$ cat config.mk
export PLATFORM = sky130hd
export DESIGN_NAME = pwb_wave_top
export DESIGN_NICKNAME = d
export VERILOG_FILES = /design/src/rtl/pwb_pkg.sv /design/src/rtl/pwb_wave_top.sv
export VERILOG_INCLUDE_DIRS = /design/src /design/src/rtl
export SDC_FILE = /design/constraint.sdc
export NUM_CORES = 1
export LEC_CHECK = 0
export CAP_MARGIN = 15
export CELL_PAD_IN_SITES_DETAIL_PLACEMENT = 0
export CELL_PAD_IN_SITES_GLOBAL_PLACEMENT = 1
export CORE_MARGIN = 2
export CORE_UTILIZATION = 50
export CTS_CLUSTER_DIAMETER = 200
export DETAILED_ROUTE_END_ITERATION = 10
export DONT_BUFFER_PORTS = 1
export PLACE_DENSITY = 0.87
export SYNTH_ARGS = -nofsm -noshare
export SYNTH_HDL_FRONTEND = slang
export SYNTH_SLANG_ARGS = --single-unit
$ cat constraint.sdc
create_clock -name sys_clk -period 6.02 [get_ports sys_clk]
set_clock_uncertainty 0.15 [all_clocks]
set_input_delay 0.903 -clock sys_clk [delete_from_list [all_inputs] [get_ports sys_clk]]
set_output_delay 0.903 -clock sys_clk [all_outputs]
set_load 0.1 [all_outputs]
$ cat src/rtl/pwb_consts.svh
// Offsets, field positions, widths and reset values of the waveform output block.
`ifndef PWB_CONSTS_SVH
`define PWB_CONSTS_SVH

`define PWB_CNT_W 16
`define PWB_CH_NUM 4
`define PWB_ADDR_W 8
`define PWB_DATA_W 32
`define PWB_OUTPUT_PATTERN_W 8
`define PWB_CNT_MAX 16'hFFFF

`define PWB_OFF_CTRLA 8'h00
`define PWB_OFF_CONTROL_B_CLR 8'h04
`define PWB_OFF_CONTROL_B_SET 8'h08
`define PWB_OFF_WAVE 8'h0C
`define PWB_OFF_STATUS 8'h10
`define PWB_OFF_SYNC_BUSY_FLAGS 8'h14
`define PWB_OFF_INTFLAG 8'h18
`define PWB_OFF_INTEN 8'h1C
`define PWB_OFF_COUNT 8'h20
`define PWB_OFF_OUTPUT_PATTERN 8'h24
`define PWB_OFF_OUTPUT_PATTERN_BUFFER 8'h28
`define PWB_OFF_PER 8'h2C
`define PWB_OFF_PERIOD_BUFFER 8'h30
`define PWB_OFF_CC0 8'h34
`define PWB_OFF_CCBUF0 8'h44

`define PWB_CTRLA_EN_BIT 0
`define PWB_CTRLA_MODE_LSB 1
`define PWB_CONTROL_B_DIR_BIT 0
`define PWB_CONTROL_B_LOCK_UPDATE_BIT 1

`define PWB_ST_OUTPUT_PATTERN_BIT 0
`define PWB_ST_PER_BIT 1
`define PWB_ST_CC_LSB 2
`define PWB_ST_W 6

`define PWB_INT_OVF_BIT 0
`define PWB_INT_ERR_BIT 1
`define PWB_INT_MC_LSB 2
`define PWB_INT_W 6

`define PWB_RST_PER 16'hFFFF
`define PWB_RST_CC 16'h0000
`define PWB_RST_OUTPUT_PATTERN 8'h00

`endif

$ cat src/rtl/pwb_pkg.sv
// Types shared by the waveform output block.
package pwb_pkg;

   typedef enum logic [1:0]
   {
      PWB_NFRQ = 2'b00,
      PWB_MFRQ = 2'b01,
      PWB_NPWM = 2'b10,
      PWB_DSBOTH = 2'b11
   } pwb_mode_t;

   typedef struct packed
   {
      logic [7:0] addr;
      logic [31:0] wdata;
      logic wr;
      logic rd;
   } pwb_bus_req_t;

endpackage

$ cat src/rtl/pwb_wave_top.sv
// Timer waveform generator with polarity control and double-buffered period, pattern and compare registers.
`timescale 1ns/10ps
`include "pwb_consts.svh"

module pwb_wave_top
(
   input wire logic sys_clk,
   input wire logic rst_n,
   input pwb_pkg::pwb_bus_req_t bus_req,
   output logic [31:0] bus_rdata,
   output logic [`PWB_CH_NUM-1:0] wave_pin,
   output logic access_error,
   output logic irq
);

   logic enable_r;
   pwb_pkg::pwb_mode_t mode_r;
   logic dir_r;
   logic lock_update_r;
   logic [`PWB_CH_NUM-1:0] channel_output_polarity_r;
   logic [`PWB_CNT_W-1:0] count_r;
   logic [`PWB_OUTPUT_PATTERN_W-1:0] output_pattern_r;
   logic [`PWB_OUTPUT_PATTERN_W-1:0] output_pattern_buffer_r;
   logic [`PWB_CNT_W-1:0] period_value_r;
   logic [`PWB_CNT_W-1:0] period_buffer_r;
   logic [`PWB_CH_NUM-1:0][`PWB_CNT_W-1:0] compare_value_r;
   logic [`PWB_CH_NUM-1:0][`PWB_CNT_W-1:0] compare_buffer_r;
   logic pattern_buffer_valid_r;
   logic period_buffer_valid_r;
   logic [`PWB_CH_NUM-1:0] compare_buffer_valid_r;
   logic [`PWB_INT_W-1:0] intflag_r;
   logic [`PWB_INT_W-1:0] inten_r;
   logic [`PWB_CH_NUM-1:0] wave_r;
   logic [`PWB_CH_NUM-1:0] wave_nxt;
   logic [31:0] rdata_nxt;
   logic [`PWB_ST_W-1:0] status_bits;
   logic [`PWB_ST_W-1:0] sync_busy_flags;
   logic [`PWB_CNT_W-1:0] top_value;
   logic at_top;
   logic at_zero;
   logic update_event;
   logic copy_ok;
   logic wr_output_pattern;
   logic wr_output_pattern_buffer;
   logic wr_per;
   logic wr_period_buffer;
   logic [`PWB_CH_NUM-1:0] wr_cc;
   logic [`PWB_CH_NUM-1:0] wr_ccbuf;
   logic [`PWB_CH_NUM-1:0] cc_match;
   logic write_rejected;
   logic pwm_mode;

   // Word address of a per-channel register.
   function automatic logic [7:0] pwb_ch_addr(input logic [7:0] base, input int ch);
      pwb_ch_addr = base + 8'((ch * 4) & 8'hFF);
   endfunction

   // Next waveform level of one channel in the two PWM modes.
   function automatic logic pwb_pwm_next(input pwb_pkg::pwb_mode_t mode, input logic dir, input logic pol,
                                         input logic cur, input logic match, input logic top, input logic zero);
      logic set_c;
      logic clr_c;
      set_c = 1'b0;
      clr_c = 1'b0;
      if (mode == pwb_pkg::PWB_DSBOTH)
      begin
         set_c = match && (dir == pol);
         clr_c = match && (dir != pol);
      end
      else if (!dir)
      begin
         set_c = pol ? match : top;
         clr_c = pol ? top : match;
      end
      else
      begin
         set_c = pol ? zero : match;
         clr_c = pol ? match : zero;
      end
      // A set and a clear in the same cycle only happen when the compare value equals TOP or ZERO; set wins.
      if (set_c)
      begin
         pwb_pwm_next = 1'b1;
      end
      else if (clr_c)
      begin
         pwb_pwm_next = 1'b0;
      end
      else
      begin
         pwb_pwm_next = cur;
      end
   endfunction

   assign pwm_mode = (mode_r == pwb_pkg::PWB_NPWM) || (mode_r == pwb_pkg::PWB_DSBOTH);
   assign top_value = (mode_r == pwb_pkg::PWB_MFRQ) ? compare_value_r[0] :
                      (mode_r == pwb_pkg::PWB_NFRQ) ? `PWB_CNT_MAX : period_value_r;
   assign at_top = (count_r == top_value);
   assign at_zero = (count_r == '0);
   assign update_event = enable_r && ((!dir_r && at_top) || (dir_r && at_zero));
   assign copy_ok = update_event && !lock_update_r;

   assign status_bits = {compare_buffer_valid_r, period_buffer_valid_r, pattern_buffer_valid_r};
   assign sync_busy_flags = status_bits;

   assign wr_output_pattern = bus_req.wr && (bus_req.addr == `PWB_OFF_OUTPUT_PATTERN);
   assign wr_output_pattern_buffer = bus_req.wr && (bus_req.addr == `PWB_OFF_OUTPUT_PATTERN_BUFFER);
   assign wr_per = bus_req.wr && (bus_req.addr == `PWB_OFF_PER);
   assign wr_period_buffer = bus_req.wr && (bus_req.addr == `PWB_OFF_PERIOD_BUFFER);

   always_comb
   begin
      write_rejected = ((wr_output_pattern || wr_output_pattern_buffer) && pattern_buffer_valid_r) ||
                       ((wr_per || wr_period_buffer) && period_buffer_valid_r);
      for (int i = 0; i < `PWB_CH_NUM; i++)
      begin
         wr_cc[i] = bus_req.wr && (bus_req.addr == pwb_ch_addr(`PWB_OFF_CC0, i));
         wr_ccbuf[i] = bus_req.wr && (bus_req.addr == pwb_ch_addr(`PWB_OFF_CCBUF0, i));
         cc_match[i] = enable_r && (count_r == compare_value_r[i]);
         if ((wr_cc[i] || wr_ccbuf[i]) && compare_buffer_valid_r[i])
         begin
            write_rejected = 1'b1;
         end
      end
   end

   // Control, direction and lock bits.
   always_ff @(posedge sys_clk)
   begin
      if (!rst_n)
      begin
         enable_r <= 1'b0;
         mode_r <= pwb_pkg::PWB_NFRQ;
         dir_r <= 1'b0;
         lock_update_r <= 1'b0;
         channel_output_polarity_r <= '0;
         inten_r <= '0;
      end
      else
      begin
         if (bus_req.wr && bus_req.addr == `PWB_OFF_CTRLA)
         begin
            enable_r <= bus_req.wdata[`PWB_CTRLA_EN_BIT];
            mode_r <= pwb_pkg::pwb_mode_t'(bus_req.wdata[`PWB_CTRLA_MODE_LSB +: 2]);
         end
         if (bus_req.wr && bus_req.addr == `PWB_OFF_WAVE)
         begin
            channel_output_polarity_r <= bus_req.wdata[`PWB_CH_NUM-1:0];
         end
         if (bus_req.wr && bus_req.addr == `PWB_OFF_INTEN)
         begin
            inten_r <= bus_req.wdata[`PWB_INT_W-1:0];
         end
         // Dual-slope turns around at TOP and ZERO; software writes below take precedence.
         if (enable_r && mode_r == pwb_pkg::PWB_DSBOTH)
         begin
            if (!dir_r && at_top)
            begin
               dir_r <= 1'b1;
            end
            else if (dir_r && at_zero)
            begin
               dir_r <= 1'b0;
            end
         end
         if (bus_req.wr && bus_req.addr == `PWB_OFF_CONTROL_B_CLR)
         begin
            if (bus_req.wdata[`PWB_CONTROL_B_DIR_BIT])
            begin
               dir_r <= 1'b0;
            end
            if (bus_req.wdata[`PWB_CONTROL_B_LOCK_UPDATE_BIT])
            begin
               lock_update_r <= 1'b0;
            end
         end
         if (bus_req.wr && bus_req.addr == `PWB_OFF_CONTROL_B_SET)
         begin
            if (bus_req.wdata[`PWB_CONTROL_B_DIR_BIT])
            begin
               dir_r <= 1'b1;
            end
            if (bus_req.wdata[`PWB_CONTROL_B_LOCK_UPDATE_BIT])
            begin
               lock_update_r <= 1'b1;
            end
         end
      end
   end

   // Counter: up counts from ZERO to TOP, down from TOP to ZERO, dual-slope reflects at both ends.
   always_ff @(posedge sys_clk)
   begin
      if (!rst_n)
      begin
         count_r <= '0;
      end
      else if (bus_req.wr && bus_req.addr == `PWB_OFF_COUNT)
      begin
         count_r <= bus_req.wdata[`PWB_CNT_W-1:0];
      end
      else if (enable_r)
      begin
         if (!dir_r)
         begin
            if (!at_top)
            begin
               count_r <= count_r + 16'h0001;
            end
            else
            begin
               count_r <= (mode_r == pwb_pkg::PWB_DSBOTH) ? count_r - 16'h0001 : '0;
            end
         end
         else
         begin
            if (!at_zero)
            begin
               count_r <= count_r - 16'h0001;
            end
            else
            begin
               count_r <= (mode_r == pwb_pkg::PWB_DSBOTH) ? 16'h0001 : top_value;
            end
         end
      end
   end

   // Pattern register and its buffer.
   always_ff @(posedge sys_clk)
   begin
      if (!rst_n)
      begin
         output_pattern_r <= `PWB_RST_OUTPUT_PATTERN;
         output_pattern_buffer_r <= `PWB_RST_OUTPUT_PATTERN;
         pattern_buffer_valid_r <= 1'b0;
      end
      else if (!pattern_buffer_valid_r)
      begin
         if (wr_output_pattern)
         begin
            output_pattern_r <= bus_req.wdata[`PWB_OUTPUT_PATTERN_W-1:0];
         end
         if (wr_output_pattern_buffer)
         begin
            output_pattern_buffer_r <= bus_req.wdata[`PWB_OUTPUT_PATTERN_W-1:0];
            pattern_buffer_valid_r <= 1'b1;
         end
      end
      else if (copy_ok)
      begin
         output_pattern_r <= output_pattern_buffer_r;
         pattern_buffer_valid_r <= 1'b0;
      end
   end // Locked updates fall through and keep the buffer pending.

   // Period register and its buffer.
   always_ff @(posedge sys_clk)
   begin
      if (!rst_n)
      begin
         period_value_r <= `PWB_RST_PER;
         period_buffer_r <= `PWB_RST_PER;
         period_buffer_valid_r <= 1'b0;
      end
      else if (!period_buffer_valid_r)
      begin
         if (wr_per)
         begin
            period_value_r <= bus_req.wdata[`PWB_CNT_W-1:0];
         end
         if (wr_period_buffer)
         begin
            period_buffer_r <= bus_req.wdata[`PWB_CNT_W-1:0];
            period_buffer_valid_r <= 1'b1;
         end
      end
      else if (copy_ok)
      begin
         period_value_r <= period_buffer_r;
         period_buffer_valid_r <= 1'b0;
      end
   end

   // Compare registers and their buffers.
   always_ff @(posedge sys_clk)
   begin
      if (!rst_n)
      begin
         compare_value_r <= '0;
         compare_buffer_r <= '0;
         compare_buffer_valid_r <= '0;
      end
      else
      begin
         for (int i = 0; i < `PWB_CH_NUM; i++)
         begin
            if (!compare_buffer_valid_r[i])
            begin
               if (wr_cc[i])
               begin
                  compare_value_r[i] <= bus_req.wdata[`PWB_CNT_W-1:0];
               end
               if (wr_ccbuf[i])
               begin
                  compare_buffer_r[i] <= bus_req.wdata[`PWB_CNT_W-1:0];
                  compare_buffer_valid_r[i] <= 1'b1;
               end
            end
            else if (copy_ok)
            begin
               compare_value_r[i] <= compare_buffer_r[i];
               compare_buffer_valid_r[i] <= 1'b0;
            end
         end
      end
   end

   // Waveform levels. The frequency modes keep the output at polarity until the first toggle.
   always_comb
   begin
      wave_nxt = wave_r;
      for (int i = 0; i < `PWB_CH_NUM; i++)
      begin
         if (!enable_r)
         begin
            wave_nxt[i] = channel_output_polarity_r[i];
         end
         else if (pwm_mode)
         begin
            wave_nxt[i] = pwb_pwm_next(mode_r, dir_r, channel_output_polarity_r[i], wave_r[i],
                                       cc_match[i], at_top, at_zero);
         end
         else if (cc_match[i])
         begin
            wave_nxt[i] = ~wave_r[i];
         end
      end
   end

   always_ff @(posedge sys_clk)
   begin
      if (!rst_n)
      begin
         wave_r <= '0;
         wave_pin <= '0;
      end
      else
      begin
         wave_r <= wave_nxt;
         for (int i = 0; i < `PWB_CH_NUM; i++)
         begin
            wave_pin[i] <= output_pattern_r[i] ? output_pattern_r[i + `PWB_CH_NUM] : wave_nxt[i];
         end
      end
   end

   // Sticky interrupt flags; a new event wins over a write-one-to-clear in the same cycle.
   always_ff @(posedge sys_clk)
   begin
      if (!rst_n)
      begin
         intflag_r <= '0;
         access_error <= 1'b0;
      end
      else
      begin
         access_error <= write_rejected;
         intflag_r <= (intflag_r & ~((bus_req.wr && bus_req.addr == `PWB_OFF_INTFLAG) ?
                       bus_req.wdata[`PWB_INT_W-1:0] : '0)) |
                      {cc_match, write_rejected, update_event};
      end
   end

   assign irq = |(intflag_r & inten_r);

   // Read data, valid in the cycle after the strobe. Active registers read back as stored even while
   // their buffer is valid; software must not rely on them then.
   always_comb
   begin
      rdata_nxt = '0;
      unique case (bus_req.addr)
         `PWB_OFF_CTRLA: rdata_nxt = {29'h0, mode_r, enable_r};
         `PWB_OFF_CONTROL_B_CLR, `PWB_OFF_CONTROL_B_SET: rdata_nxt = {30'h0, lock_update_r, dir_r};
         `PWB_OFF_WAVE: rdata_nxt = {28'h0, channel_output_polarity_r};
         `PWB_OFF_STATUS: rdata_nxt = {26'h0, status_bits};
         `PWB_OFF_SYNC_BUSY_FLAGS: rdata_nxt = {26'h0, sync_busy_flags};
         `PWB_OFF_INTFLAG: rdata_nxt = {26'h0, intflag_r};
         `PWB_OFF_INTEN: rdata_nxt = {26'h0, inten_r};
         `PWB_OFF_COUNT: rdata_nxt = {16'h0, count_r};
         `PWB_OFF_OUTPUT_PATTERN: rdata_nxt = {24'h0, output_pattern_r};
         `PWB_OFF_OUTPUT_PATTERN_BUFFER: rdata_nxt = {24'h0, output_pattern_buffer_r};
         `PWB_OFF_PER: rdata_nxt = {16'h0, period_value_r};
         `PWB_OFF_PERIOD_BUFFER: rdata_nxt = {16'h0, period_buffer_r};
         default:
         begin
            for (int i = 0; i < `PWB_CH_NUM; i++)
            begin
               if (bus_req.addr == pwb_ch_addr(`PWB_OFF_CC0, i))
               begin
                  rdata_nxt = {16'h0, compare_value_r[i]};
               end
               if (bus_req.addr == pwb_ch_addr(`PWB_OFF_CCBUF0, i))
               begin
                  rdata_nxt = {16'h0, compare_buffer_r[i]};
               end
            end
         end
      endcase
   end

   always_ff @(posedge sys_clk)
   begin
      if (!rst_n)
      begin
         bus_rdata <= '0;
      end
      else if (bus_req.rd)
      begin
         bus_rdata <= rdata_nxt;
      end
      else
      begin
         bus_rdata <= '0;
      end
   end

endmodule

==> flow_summary_export.csv <==
group,metric,value,unit
status,status,"finished, final reports clean",
logic_synthesis,synth_cell_types,78,
final_layout,multi_input_area,8570,µm²
clock_tree,cts_root_buffer,"clkbuf_16",
timing,rsz0062_at_grt,"no",
logic_synthesis,synth_cells,1812,
global_route,track_usage,33.5,%
placement,place_congestion,0.955,
clock_tree,cts_buffers,29,
floorplanning,core,28000,µm²
timing,max_freq,0.251,GHz
logic_synthesis,synth_top_area_share,34.1,%
final_layout,fin_cells,2112,
worst_setup_path,cp_max_fo,21,
placement,dp_cells,2060,
pwr,ir_drop,0.212,mV
clock_tree,cts_buffer_depth,3,
worst_setup_path,endpoint,"period_value_r[13]",
logic_synthesis,synth_common_cells,"279 x nand2_1, 244 x dfxtp_1, 150 x nor2_1",
drt,via_count,13900,
global_route,antenna_found_initial,0,
timing,period_share,66.3,%
clock_tree,cts_hold_buf,0,
drt,drcViolationCount,0,
clock_tree,ctsResizeCount,0,
worst_setup_path,endpoint_kind,"register",
global_route,grt_pass1_wl,78600,µm
logic_synthesis,yosysSeqAreaShare,34.1,%
final_layout,n_fill_cell,2695,
final_layout,final_nets,1761,
logic_synthesis,syn_area,14300,µm²
logic_synthesis,syn_area_per_cell,7.90,µm²
clock_tree,cts.clk_slew.worst_paths,0.06,ns
drt,first_pass_iters,6,
floorplanning,dieArea,30000,µm²
worst_setup_path,reg2reg_to,"period_value_r[13]",
worst_setup_path,cp.required,6.31,ns
logic_synthesis,ys.flop_type,"dfxtp_1",
logic_synthesis,synth_edf_count,0,
pwr,total_power,3.60,mW
floorplanning,die_w,173,µm
final_layout,diodes,0,
timing,setup-tns-final,0,ns
pwr,power_density,235,nW/µm²
final_layout,final_util,54.7,%
global_route,grt_pass1_vias,12700,
timing,hold_violations,0,
clock_tree,cts_sinks,244,
clock_tree,post-cts-setup-buffers,0,
logic_synthesis,synthMostInstantiatedCell,"nand2_1",
timing,final-max-slew-violation-count,0,
worst_setup_path,r2r_slack,2.03,ns
floorplanning,row_count,61,
final_layout,seqCellArea,4890,µm²
drt,wirelength,52200,µm
timing,finalSetupViolations,0,
placement,dp_hpwl,35900,µm
worst_setup_path,worstPathArrival,4.28,ns
timing,finalCriticalPeriod,3.99,ns
clock_tree,cts_tree,"done",
timing,max_slew_margin,19.6,%
timing,worst_pin_slew,1.20,ns
floorplanning,die_height,173,µm
worst_hold_path,hp-class,"in -> reg",
logic_synthesis,synthTopCellsByArea,"dfxtp_1 34%, mux2i_1 7.6%, nand2_1 7.3%",
global_route,grt_max_degree,88,
logic_synthesis,async_flop_share,0,%
clock_tree,htreeDepth,1,
drt,drt-initial-drc-count,1947,
worst_setup_path,cp-startpoint,"count_r[4]",
clock_tree,clk_latency,0.55,ns
drt,wl_per_cell,24.7,µm
final_layout,layout-drive-gt1-share,6.86,%
final_layout,syn_to_final_growth,6.99,%
placement,port_buffers,0,
worst_setup_path,r2r-start,"count_r[4]",
drt,via_per_inst,6.58,
run,maxCapViolCount,0,
worst_setup_path,ff2ff_path_depth,8,
floorplanning,io_pins,82,
pwr,power_leakage,5.06,nW
logic_synthesis,yosysTopAreaCell,"dfxtp_1",
worst_setup_path,crit_type,"reg -> reg",
worst_setup_path,start_kind,"register",
floorplanning,initial_core_util,51.1,%
logic_synthesis,yosysWarnings,0,
logic_synthesis,ys_ff_latch,244,
global_route,grt_remaining_overflow,0,
timing,hold_ws,0.286,ns
drt,ant_nets,0,
==> how the worst min path moves through the flow <==
stage | depth (start not counted) | slack (ns) | start | endpoint
5_1_grt | 1 | 0.27 | rst_n | period_value_r[4]
4_1_cts | 1 | 0.27 | rst_n | period_value_r[1]
6_report | 1 | 0.29 | rst_n | period_value_r[2]
2_1_floorplan | 2 | 0.30 | compare_buffer_r[50] | compare_buffer_r[50]
3_5_place_dp | 2 | 0.32 | compare_buffer_r[35] | compare_buffer_r[35]
3_3_place_gp | 2 | 0.30 | compare_buffer_r[5] | compare_buffer_r[5]
==> cells in the final DEF (no fill, tap or decap), types with 17 or more instances in the layout <==
master,instances
a221oi_1,27
a22o_1,25
dfxtp_1,243
mux2i_1,108
nand3_1,70
a31oi_1,29
nor2b_1,18
nor3_1,21
a211oi_1,83
a21oi_1,122
nand2b_1,22
mux2_2,17
nand4_1,32
xnor2_1,76
nand2_1,279
a22oi_1,40
inv_1,28
o21ai_0,42
buf_4,33
nor2_1,150
clkbuf_16,29
==> kinds of logic (layout without fill, tap and decap cells) <==
logic type | count (synthesis) | in the layout | synth area share (%)
AO/OA/AOI/OAI | 469 | 469 | 23.2
XOR/XNOR | 87 | 87 | 5.33
adder cells (fa/ha/maj) | 3 | 3 | 0.262
buffers and inverters | 209 | 116 | 6.47
flip-flops | 244 | 244 | 34.1
multiplexers | 125 | 125 | 8.89
other | 1 | 16 | 0.0262
AND/OR/NAND/NOR | 674 | 674 | 21.7
==> flip-flops by register name (all words and copies together) (netlist names), 8 cells and up, named ones only <==
| register | flops |
|---|---|
| count_r | 16 |
| period_buffer_r | 16 |
| period_value_r | 16 |
| compare_buffer_r | 64 |
| compare_value_r | 64 |
| output_pattern_buffer_r | 8 |
| output_pattern_r | 8 |
| bus_rdata | 16 |
==> worst max-delay path, stage by stage (launching register included) <==
cell      delay, ns
dfxtp_1        0.85
clkinv_1       0.48
o22ai_1        0.23
o31ai_1        0.09
nand4_1        0.26
or3_4          0.45
o31a_1         0.98
mux2i_1        0.29
nand2_1        0.07
==> metrics by stage <==
| stage | setup WS (ns) | instance area [µm²] |
|---|---|---|
| 6_report | 2.03 | 15300 |
| 5_1_grt | 1.81 | 15300 |
| 4_1_cts | 2.08 | 15300 |
| 3_5_place_dp | 2.09 | 14300 |
| 3_3_place_gp | 2.19 | 14300 |
| 2_1_floorplan | 2.84 | 14400 |
==> power breakdown <==
group	internal, mW	leakage, nW	switching, mW
Sequential	1.62	1.97	0.00662
Combinational	0.0306	2.60	0.0998
Clock	1.12	0.487	0.728
Total	2.76	5.06	0.834
==> area by class of cell <==
| cell class | count | area share (%) |
|---|---|---|
| Tap cell | 378 | 3.09 |
| Inverter | 31 | 0.776 |
| Multi-Input combinational cell | 1374 | 56.0 |
| Sequential cell | 244 | 31.9 |
| Clock inverter | 11 | 0.948 |
| Clock buffer | 40 | 5.60 |
| Timing Repair Buffer | 34 | 1.67 |
==> layer usage <==
layer	global-route usage (%)	vias to the layer above	wire length (µm)	share of wire, %
met5	0	-	0	0
li1	-	6333	-	-
met4	13.3	0	2080	4.0
met1	46.0	6669	21900	42
met3	7.15	133	5190	9.9
met2	51.4	766	23100	44
(Power assumes the default switching activity.)
